**src/verilog/msahf_pkg.sv**
```systemverilog
/*
 * Constants and types shared by the station address and group filter block.
 * Assumes a 32-bit register bus with one aligned word per register index.
 */
`default_nettype none
package msahf_pkg;

    // Register indices; the byte address is four times the index.
    localparam logic [3:0] IDX_STATUS = 4'h0;
    localparam logic [3:0] IDX_CONTROL = 4'h1;
    localparam logic [3:0] IDX_SA_UPPER = 4'h2;
    localparam logic [3:0] IDX_SA_LOWER = 4'h3;
    localparam logic [3:0] IDX_GF_UPPER = 4'h4;
    localparam logic [3:0] IDX_GF_LOWER = 4'h5;

    // Control and status bit positions.
    localparam int CTRL_RX_ON_BIT = 2;
    localparam int CTRL_PASS_ALL_BIT = 4;
    localparam int STAT_INIT_DONE_BIT = 0;
    localparam int STAT_EE_LOADED_BIT = 1;
    localparam int STAT_STALLED_BIT = 2;

    // Values after reset.
    localparam logic [15:0] SA_UPPER_RST = 16'hffff;
    localparam logic [31:0] SA_LOWER_RST = 32'h0fffffff;
    localparam logic [31:0] GF_RST = 32'h00000000;

    // EEPROM bytes that carry the station address.
    localparam logic [7:0] EE_SA_FIRST = 8'h01;
    localparam logic [7:0] EE_SA_LAST = 8'h06;

    // CRC-32 used for the group hash index.
    localparam logic [31:0] CRC_INIT = 32'hffffffff;
    localparam logic [31:0] CRC_POLY = 32'hedb88320;
    localparam int CRC_IDX_LSB = 26;

    // Destination address length and result queue shape.
    localparam logic [2:0] DA_LAST_BYTE = 3'd5;
    localparam int RES_W = 55;
    localparam int RES_DEPTH = 32;

    typedef enum logic [1:0] {
        fs_idle,
        fs_addr,
        fs_push,
        fs_skip
    } msahf_fs_e;

endpackage : msahf_pkg
`default_nettype wire

```
**src/verilog/msahf_fifo.sv**
```systemverilog
/*
 * Result queue of the address filter: a flip-flop FIFO with valid and ready.
 * Assumes one clock and an asynchronous active-low reset.
 */
`timescale 1ns/1ps
`default_nettype none
module msahf_fifo #(
    parameter int WIDTH = 55,
    parameter int DEPTH = 32
) (
    input wire logic hclk,
    input wire logic hresetn,
    input wire logic in_valid,
    output logic in_ready,
    input wire logic [WIDTH-1:0] in_data,
    output logic out_valid,
    input wire logic out_ready,
    output logic [WIDTH-1:0] out_data
);
    localparam int AW = (DEPTH > 1) ? $clog2(DEPTH) : 1;

    typedef struct packed {
        logic [DEPTH-1:0][WIDTH-1:0] mem;
        logic [AW-1:0] wp;
        logic [AW-1:0] rp;
        logic [AW:0] cnt;
    } msahf_fifo_s;

    msahf_fifo_s s;
    msahf_fifo_s next_s;
    logic push;
    logic pop;

    assign in_ready = s.cnt != (AW + 1)'(DEPTH);
    assign out_valid = s.cnt != '0;
    assign out_data = s.mem[s.rp];
    assign push = in_valid && in_ready;
    assign pop = out_valid && out_ready;

    always_comb begin
        next_s = s;
        if (push) begin
            next_s.mem[s.wp] = in_data;
            next_s.wp = (s.wp == AW'(DEPTH - 1)) ? '0 : s.wp + 1'b1;
        end
        if (pop) begin
            next_s.rp = (s.rp == AW'(DEPTH - 1)) ? '0 : s.rp + 1'b1;
        end
        if (push && !pop) begin
            next_s.cnt = s.cnt + 1'b1;
        end else if (pop && !push) begin
            next_s.cnt = s.cnt - 1'b1;
        end
    end

    always_ff @(posedge hclk or negedge hresetn) begin
        if (!hresetn) begin
            s <= '0;
        end else begin
            s <= next_s;
        end
    end

endmodule : msahf_fifo
`default_nettype wire

```
**src/verilog/msahf_top.sv**
```systemverilog
/*
 * Station address and group hash filter of the MAC receive path, with its
 * AHB-Lite register slave, power-on address load and queued filter results.
 * Assumes single-word AHB-Lite transfers, an EEPROM controller that offers
 * address bytes before it signals completion, and a receive byte stream.
 */
`timescale 1ns/1ps
`default_nettype none
module msahf_top #(
    parameter int RES_DEPTH = msahf_pkg::RES_DEPTH
) (
    input wire logic hclk,
    input wire logic hresetn,
    input wire logic hsel,
    input wire logic [31:0] haddr,
    input wire logic [1:0] htrans,
    input wire logic hwrite,
    input wire logic [2:0] hsize,
    input wire logic [31:0] hwdata,
    input wire logic hready,
    output logic hreadyout,
    output logic hresp,
    output logic [31:0] hrdata,
    input wire logic ee_valid,
    input wire logic [7:0] ee_addr,
    input wire logic [7:0] ee_data,
    input wire logic ee_programmed,
    input wire logic ee_done,
    output logic init_done,
    output logic mac_receiver_on,
    input wire logic rx_valid,
    output logic rx_ready,
    input wire logic [7:0] rx_data,
    input wire logic rx_first,
    input wire logic rx_last,
    output logic res_valid,
    input wire logic res_ready,
    output logic res_accept,
    output logic [5:0] res_hash_index,
    output logic [47:0] res_dest_addr
);
    typedef struct packed {
        logic hreadyout;
        logic hresp;
        logic [31:0] hrdata;
        logic wr_pend;
        logic [3:0] wr_idx;
        logic ctrl_rx_on;
        logic ctrl_pass_all;
        logic [15:0] sa_upper;
        logic [31:0] sa_lower;
        logic [31:0] hash_upper;
        logic [31:0] hash_lower;
        logic init_done;
        logic ee_loaded;
        msahf_pkg::msahf_fs_e fs;
        logic [2:0] cnt;
        logic frame_en;
        logic mis;
        logic saw_last;
        logic [31:0] crc;
        logic [47:0] da;
        logic pend_accept;
        logic [5:0] pend_idx;
        logic rx_ready;
        logic res_valid;
        logic res_accept;
        logic [5:0] res_idx;
        logic [47:0] res_da;
    } msahf_state_s;

    msahf_state_s s;
    msahf_state_s next_s;

    logic addr_ok;
    logic take;
    logic decide;
    logic [47:0] sa_now;
    logic [63:0] hash_tbl;
    logic [31:0] crc_new;
    logic [5:0] idx_new;
    logic mis_new;
    logic [2:0] cmp_byte;
    logic [47:0] sa_wr;
    logic [2:0] ee_byte;
    logic fifo_in_valid;
    logic fifo_in_ready;
    logic [msahf_pkg::RES_W-1:0] fifo_in_data;
    logic fifo_out_valid;
    logic fifo_out_ready;
    logic [msahf_pkg::RES_W-1:0] fifo_out_data;

    function automatic logic [31:0] msahf_crc8(input logic [31:0] c, input logic [7:0] d);
        logic [31:0] r;
        r = c;
        for (int i = 0; i < 8; i++) begin
            if (r[0] ^ d[i]) begin
                r = (r >> 1) ^ msahf_pkg::CRC_POLY;
            end else begin
                r = r >> 1;
            end
        end
        return r;
    endfunction : msahf_crc8

    // The first wire byte sits in the lowest byte of the combined address.
    assign sa_now = {s.sa_upper, s.sa_lower};
    assign hash_tbl = {s.hash_upper, s.hash_lower};
    assign addr_ok = hsel && htrans[1] && hready;
    assign take = rx_valid && s.rx_ready;
    assign decide = take && (s.fs == msahf_pkg::fs_addr) && (s.cnt == msahf_pkg::DA_LAST_BYTE);
    assign crc_new = msahf_crc8((s.fs == msahf_pkg::fs_addr) ? s.crc : msahf_pkg::CRC_INIT,
        rx_data);
    assign idx_new = crc_new[msahf_pkg::CRC_IDX_LSB +: 6];
    // A new frame compares its first byte against address byte zero, not a stale count.
    assign cmp_byte = (s.fs == msahf_pkg::fs_addr) ? s.cnt : 3'd0;
    assign mis_new = ((s.fs == msahf_pkg::fs_addr) && s.mis)
        || (rx_data != sa_now[8 * cmp_byte +: 8]);
    assign ee_byte = 3'(ee_addr - msahf_pkg::EE_SA_FIRST);

    assign fifo_in_valid = s.fs == msahf_pkg::fs_push;
    assign fifo_in_data = {s.pend_accept, s.pend_idx, s.da};
    assign fifo_out_ready = !s.res_valid || res_ready;

    always_comb begin
        next_s = s;
        sa_wr = {s.sa_upper, s.sa_lower};
        next_s.hreadyout = 1'b1;
        next_s.hresp = 1'b0;
        if (s.wr_pend) begin
            case (s.wr_idx)
                msahf_pkg::IDX_CONTROL: begin
                    next_s.ctrl_rx_on = hwdata[msahf_pkg::CTRL_RX_ON_BIT];
                    next_s.ctrl_pass_all = hwdata[msahf_pkg::CTRL_PASS_ALL_BIT];
                end
                msahf_pkg::IDX_SA_UPPER: sa_wr[47:32] = hwdata[15:0];
                msahf_pkg::IDX_SA_LOWER: sa_wr[31:0] = hwdata;
                msahf_pkg::IDX_GF_UPPER: next_s.hash_upper = hwdata;
                msahf_pkg::IDX_GF_LOWER: next_s.hash_lower = hwdata;
                default: begin
                end
            endcase
        end
        // Address bytes count only before the load completes and with a programmed part.
        if (ee_valid && ee_programmed && !s.init_done && (ee_addr >= msahf_pkg::EE_SA_FIRST)
            && (ee_addr <= msahf_pkg::EE_SA_LAST)) begin
            sa_wr[8 * ee_byte +: 8] = ee_data;
            next_s.ee_loaded = 1'b1;
        end
        next_s.sa_upper = sa_wr[47:32];
        next_s.sa_lower = sa_wr[31:0];
        if (ee_done) begin
            next_s.init_done = 1'b1;
        end
        next_s.wr_pend = addr_ok && hwrite;
        next_s.wr_idx = haddr[5:2];
        // Reads see the value after a write that completes at the same edge.
        if (addr_ok && !hwrite) begin
            case (haddr[5:2])
                msahf_pkg::IDX_STATUS: begin
                    next_s.hrdata = '0;
                    next_s.hrdata[msahf_pkg::STAT_INIT_DONE_BIT] = next_s.init_done;
                    next_s.hrdata[msahf_pkg::STAT_EE_LOADED_BIT] = next_s.ee_loaded;
                    next_s.hrdata[msahf_pkg::STAT_STALLED_BIT] = s.fs == msahf_pkg::fs_push;
                end
                msahf_pkg::IDX_CONTROL: begin
                    next_s.hrdata = '0;
                    next_s.hrdata[msahf_pkg::CTRL_RX_ON_BIT] = next_s.ctrl_rx_on;
                    next_s.hrdata[msahf_pkg::CTRL_PASS_ALL_BIT] = next_s.ctrl_pass_all;
                end
                msahf_pkg::IDX_SA_UPPER: next_s.hrdata = {16'h0000, next_s.sa_upper};
                msahf_pkg::IDX_SA_LOWER: next_s.hrdata = next_s.sa_lower;
                msahf_pkg::IDX_GF_UPPER: next_s.hrdata = next_s.hash_upper;
                msahf_pkg::IDX_GF_LOWER: next_s.hrdata = next_s.hash_lower;
                default: next_s.hrdata = '0;
            endcase
        end

        case (s.fs)
            msahf_pkg::fs_idle: begin
                if (take && rx_first) begin
                    next_s.frame_en = s.ctrl_rx_on;
                    next_s.crc = crc_new;
                    next_s.mis = mis_new;
                    next_s.da = {40'h0000000000, rx_data};
                    next_s.cnt = 3'd1;
                    next_s.fs = rx_last ? msahf_pkg::fs_idle : msahf_pkg::fs_addr;
                end
            end
            msahf_pkg::fs_addr: begin
                if (take) begin
                    next_s.crc = crc_new;
                    next_s.mis = mis_new;
                    next_s.da[8 * s.cnt +: 8] = rx_data;
                    next_s.cnt = s.cnt + 3'd1;
                    if (decide) begin
                        next_s.saw_last = rx_last;
                        next_s.pend_idx = idx_new;
                        if (s.da[0]) begin
                            // Top index bit picks the register, the rest the bit.
                            next_s.pend_accept = s.ctrl_pass_all
                                || hash_tbl[idx_new];
                        end else begin
                            next_s.pend_accept = !mis_new;
                        end
                        if (s.frame_en) begin
                            next_s.fs = msahf_pkg::fs_push;
                        end else begin
                            // A disabled receiver drops the frame without a result.
                            next_s.fs = rx_last ? msahf_pkg::fs_idle
                                : msahf_pkg::fs_skip;
                        end
                    end else if (rx_last) begin
                        next_s.fs = msahf_pkg::fs_idle;
                    end
                end
            end
            msahf_pkg::fs_push: begin
                if (fifo_in_ready) begin
                    next_s.fs = s.saw_last ? msahf_pkg::fs_idle : msahf_pkg::fs_skip;
                end
            end
            msahf_pkg::fs_skip: begin
                if (take && rx_last) begin
                    next_s.fs = msahf_pkg::fs_idle;
                end
            end
            default: next_s.fs = msahf_pkg::fs_idle;
        endcase
        next_s.rx_ready = next_s.fs != msahf_pkg::fs_push;

        if (fifo_out_ready) begin
            next_s.res_valid = fifo_out_valid;
            if (fifo_out_valid) begin
                next_s.res_accept = fifo_out_data[54];
                next_s.res_idx = fifo_out_data[53:48];
                next_s.res_da = fifo_out_data[47:0];
            end
        end
    end

    always_ff @(posedge hclk or negedge hresetn) begin
        if (!hresetn) begin
            s <= '0;
            s.hreadyout <= 1'b1;
            s.rx_ready <= 1'b1;
            s.sa_upper <= msahf_pkg::SA_UPPER_RST;
            s.sa_lower <= msahf_pkg::SA_LOWER_RST;
            s.hash_upper <= msahf_pkg::GF_RST;
            s.hash_lower <= msahf_pkg::GF_RST;
        end else begin
            s <= next_s;
        end
    end

    msahf_fifo #(
        .WIDTH(msahf_pkg::RES_W),
        .DEPTH(RES_DEPTH)
    ) u_res_fifo (
        .hclk(hclk),
        .hresetn(hresetn),
        .in_valid(fifo_in_valid),
        .in_ready(fifo_in_ready),
        .in_data(fifo_in_data),
        .out_valid(fifo_out_valid),
        .out_ready(fifo_out_ready),
        .out_data(fifo_out_data)
    );

    assign hreadyout = s.hreadyout;
    assign hresp = s.hresp;
    assign hrdata = s.hrdata;
    assign init_done = s.init_done;
    assign mac_receiver_on = s.ctrl_rx_on;
    assign rx_ready = s.rx_ready;
    assign res_valid = s.res_valid;
    assign res_accept = s.res_accept;
    assign res_hash_index = s.res_idx;
    assign res_dest_addr = s.res_da;

    chk_rx_gate: assert property (@(posedge hclk) disable iff (!hresetn)
        (take && rx_first && s.fs == msahf_pkg::fs_idle && !s.ctrl_rx_on)
        |=> !fifo_in_valid [*6])
        else $error("Frame taken while receiver off produced a result.");

    chk_upper_reserved: assert property (@(posedge hclk) disable iff (!hresetn)
        (addr_ok && !hwrite && haddr[5:2] == msahf_pkg::IDX_SA_UPPER)
        |=> hrdata[31:16] == 16'h0000)
        else $error("Upper address read shows reserved bits.");

    chk_ee_gate: assert property (@(posedge hclk) disable iff (!hresetn)
        (ee_valid && !ee_programmed && !s.wr_pend)
        |=> $stable(s.sa_lower) && $stable(s.sa_upper))
        else $error("Address changed from an unprogrammed EEPROM.");

    chk_ee_lower: assert property (@(posedge hclk) disable iff (!hresetn)
        (ee_valid && ee_programmed && !s.init_done && ee_addr == 8'h02)
        |=> s.sa_lower[15:8] == $past(ee_data))
        else $error("EEPROM byte 0x02 did not reach lower bits 15:8.");

    chk_ee_upper: assert property (@(posedge hclk) disable iff (!hresetn)
        (ee_valid && ee_programmed && !s.init_done && ee_addr == 8'h06)
        |=> s.sa_upper[15:8] == $past(ee_data))
        else $error("EEPROM byte 0x06 did not reach upper bits 15:8.");

    chk_unicast_match: assert property (@(posedge hclk) disable iff (!hresetn)
        (decide && !s.da[0] && !s.wr_pend && !ee_valid)
        |=> s.pend_accept == (s.da == sa_now))
        else $error("Unicast decision disagrees with station address.");

    chk_hash_select: assert property (@(posedge hclk) disable iff (!hresetn)
        (decide && s.da[0] && !s.ctrl_pass_all && !s.wr_pend)
        |=> s.pend_accept == hash_tbl[s.pend_idx])
        else $error("Group decision disagrees with hash table bit.");

    chk_pass_all: assert property (@(posedge hclk) disable iff (!hresetn)
        (decide && s.da[0] && s.ctrl_pass_all && s.frame_en)
        |=> s.pend_accept && fifo_in_valid)
        else $error("Group frame refused while pass-all is set.");

    chk_init_sticky: assert property (@(posedge hclk) disable iff (!hresetn)
        init_done |=> init_done)
        else $error("Load-complete flag fell without a reset.");

endmodule : msahf_top
`default_nettype wire
```
**config.mk**
```make
export PLATFORM = sky130hd
export DESIGN_NAME = msahf_top
export DESIGN_NICKNAME = d
export VERILOG_FILES = /design/src/verilog/msahf_pkg.sv /design/src/verilog/msahf_fifo.sv /design/src/verilog/msahf_top.sv
export SDC_FILE = /design/constraint.sdc
export NUM_CORES = 2
export LEC_CHECK = 0
export BUFFER_PORTS_ARGS = -buffer_cell sky130_fd_sc_hd__buf_2
export CELL_PAD_IN_SITES_DETAIL_PLACEMENT = 0
export CELL_PAD_IN_SITES_GLOBAL_PLACEMENT = 1
export CORE_MARGIN = 5
export CORE_UTILIZATION = 30
export DETAILED_ROUTE_END_ITERATION = 12
export PLACE_DENSITY_LB_ADDON = 0.1
export SKIP_CTS_REPAIR_TIMING = 1
export SLEW_MARGIN = 20
export SYNTH_ARGS = -nofsm -noshare
export SYNTH_HDL_FRONTEND = slang
export SYNTH_SLANG_ARGS = --single-unit
```
**constraint.sdc**
```tcl
create_clock -name hclk -period 9.7 [get_ports hclk]
set_input_delay 1.94 -clock hclk [delete_from_list [all_inputs] [get_ports hclk]]
set_output_delay 1.94 -clock hclk [all_outputs]
set_load 0.01 [all_outputs]
```
==> flow_summary_export.csv <==
group,metric,value,unit
hold_path,hold_class,"register to register",
detailed_routing,vias,53500,
synthesis,synth-edff-count,0,
synthesis,avgSynthCellArea,15.4,um^2
floorplanning,dieWidth,574,um
global_routing,antenna_found_initial,13,
detailed_routing,wl_per_cell,29.0,um
sta,worst_pin_slew,1160,ps
power,power,24700,uW
synthesis,synthMuxAreaShare,36.5,%
detailed_routing,ant_nets,0,
synthesis,yosys_register_bits,2081,
synthesis,netlist_instances,6174,
job,maxCapViolCount,0,
power,ir_worst_vdd,0.000232,V
worst_setup_path,cp.arrival,5680,ps
place,place_congestion,0.723,
global_routing,grt_use_total,18.3,%
synthesis,synthAdderAreaFrac,0.349,%
floorplanning,start_util,30.1,%
sta,timing.final.crit_period,4980,ps
synthesis,synthXorXnorAreaFrac,1.18,%
sta,final_hold_viol_count,0,
clock_tree,cts-root-buf,"clkbuf_16",
synthesis,synthDistinctLibCells,74,
cells_and_area,finalInstanceArea,109000,um^2
synthesis,netlist.area_leader.share,53.5,%
synthesis,synth.largest_area_cell,"dfrtp_1",
clock_tree,clock_latency,880,ps
worst_setup_path,reg2reg_slack,4740,ps
worst_setup_path,end_kind,"register",
place,hpwl,167000,um
power,power_density,227,nW/um^2
global_routing,grt_max_degree,161,
synthesis,synth_nets,6305,
synthesis,synth_top_family_by_area,"multiplexers",
cells_and_area,drive_gt1_share,51.4,%
sta,drv_slew,0,
global_routing,grt_pass1_vias,58200,
global_routing,overflow,0,
floorplanning,io_pins,198,
cells_and_area,syn2layout_area_growth,14.1,%
synthesis,yosysMostFrequentCell,"dfrtp_1",
synthesis,synth_compound_area_share,2.37,%
sta,fin_crit_sh,51.4,%
detailed_routing,drc,0,
synthesis,synth-async-reset-ratio,100,%
worst_setup_path,worst_setup_path_start_kind,"input pin",
detailed_routing,firstDrtPassIters,6,
sta,skew,59.8,ps
power,power_leakage,0.0506,uW
synthesis,yosys.area_share.simple,1.88,%
floorplanning,core-area,317000,um^2
outcome,outcome,"completed",
detailed_routing,wirelength,304000,um
clock_tree,cts_buffers,265,
synthesis,synth_commonest_cells,"2,036 x dfrtp_1, 1,853 x mux2_2, 557 x mux4_2",
floorplanning,rows,207,
worst_setup_path,worstSetupPathType,"input pin to register",
place,portBuffers,163,
sta,rsz0062_at_grt,"no",
sta,relSlewSlack,22.8,%
clock_tree,h-tree-depth,5,
detailed_routing,drtIter0Drc,3076,
synthesis,synth.area.top_cells,"dfrtp_1 53%, mux2_2 22%, mux4_2 13%",
place,placed_cells,10000,
sta,setup_tns,0,ps
clock_tree,clock_path_buffers,4,
floorplanning,die_h,574,um
place,dpl_cell_area,100000,um^2
synthesis,ys_seq_area_share,54.7,%
clock_tree,cts_tree,"done",
synthesis,synth.yosys.warnings,0,
global_routing,grt_pass1_wl,442000,um
clock_tree,cts.sinks,2081,
synthesis,synth_ff_type,"dfrtp_1",
cells_and_area,finalNetCount,6226,
floorplanning,die_area,329000,um^2
cells_and_area,final_cells,10500,
worst_setup_path,path_max_fanout,25,
synthesis,synth_area,95300,um^2
clock_tree,path_clk_slew,50,ps
detailed_routing,avgViaCountPerCell,5.10,
worst_setup_path,crit_required,10400,ps
sta,fmax,201,MHz
sta,finalSetupViolCount,0,
[state kept, by name, indices dropped and copies added, names as in the netlist]
| signal | cells |
|---|---|
| u_res_fifo.s | 1776 |
| hrdata | 32 |
| init_done | 1 |
| res_hash_index | 6 |
| res_dest_addr | 48 |
| res_valid | 1 |
| fifo_in_data | 55 |
| mac_receiver_on | 1 |
| res_accept | 1 |
| hash_tbl | 64 |
| rx_ready | 1 |
| s | 95 |
[worst max-delay path, cell delays in order]
cell     delay (ps)
buf_2           630
xor2_1          340
xnor3_1         530
xnor3_2         850
mux2i_1         400
mux2_2          220
o21ai_0         190
nor4_1          420
a31oi_1         130
[worst paths after layout]
path                                    from  cells past startpoint                  to
min in group asynchronous            hresetn                      1   u_res_fifo.s[999]
min                        res_dest_addr[47]                      2   res_dest_addr[47]
max                               rx_data[0]                      9    fifo_in_data[54]
min reg2reg                res_dest_addr[47]                      2   res_dest_addr[47]
max in group asynchronous            hresetn                      3   u_res_fifo.s[929]
max reg2reg                  u_res_fifo.s[0]                      9  u_res_fifo.s[1426]
[stage by stage]
stage / util, % / setup slack [ps] / hold slack (ps)
floorplan: - / 5310 / 426
global placement: 31.6 / 3760 / 461
detailed placement: 31.6 / 3810 / 467
CTS: 34.3 / 4470 / 479
global route: 34.3 / 4390 / 492
finish: 34.3 / 4720 / 472
[cells by family (layout without fill, tap and decap cells)]
family,count (synthesis),in the layout
AOI/OAI and AO/OA,363,363
xor gates and xnor gates,111,111
adders and majority gates,26,26
buffers and inverters,658,778
DFF,2081,2081
muxes,2542,2542
other,2,8
and+or+nand+nor,391,391
[power breakdown]
group	internal (uW)	switching, uW	leakage, uW
sequential	9050	852	0.0286
clock	5770	3950	0.00418
combinational	2030	3010	0.0178
total	16900	7810	0.0506
[cell type report]
type,count,area (um^2)
Fill cell,30600,208000
Sequential cell,2081,52200
Multi-Input combinational cell,3435,40700
Clock buffer,409,7880
Tap cell,4180,5230
Timing Repair Buffer,297,2070
Clock inverter,57,612
Inverter,15,56.3
Antenna cell,6,15.0
[placed cells by master, fill, tap and decap left out, types with 11 or more instances in the layout]
cell type	instances
dfrtp_2	20
buf_2	162
inv_1	14
inv_6	11
nor2_1	68
nand2_1	180
o21ai_0	166
buf_4	115
dfrtp_1	2011
nand3b_1	11
nor2_4	22
a22o_1	42
xor2_1	18
buf_12	18
xnor2_1	80
clkbuf_16	270
mux2i_1	128
dfstp_2	45
clkbuf_8	60
a222oi_1	20
mux2_2	1853
clkbuf_1	79
a21oi_1	69
ha_1	25
mux4_2	557
clkinv_2	29
a221oi_1	13
nand3_1	33
[routing by layer]
metal | track usage (%) | part of all wire (%)
met3 | 3.10 | 4.0
met2 | 29.5 | 47
met1 | 26.0 | 47
met5 | 0 | 0.0043
met4 | 4.02 | 2.2
Power figures use the tool's default switching activity.
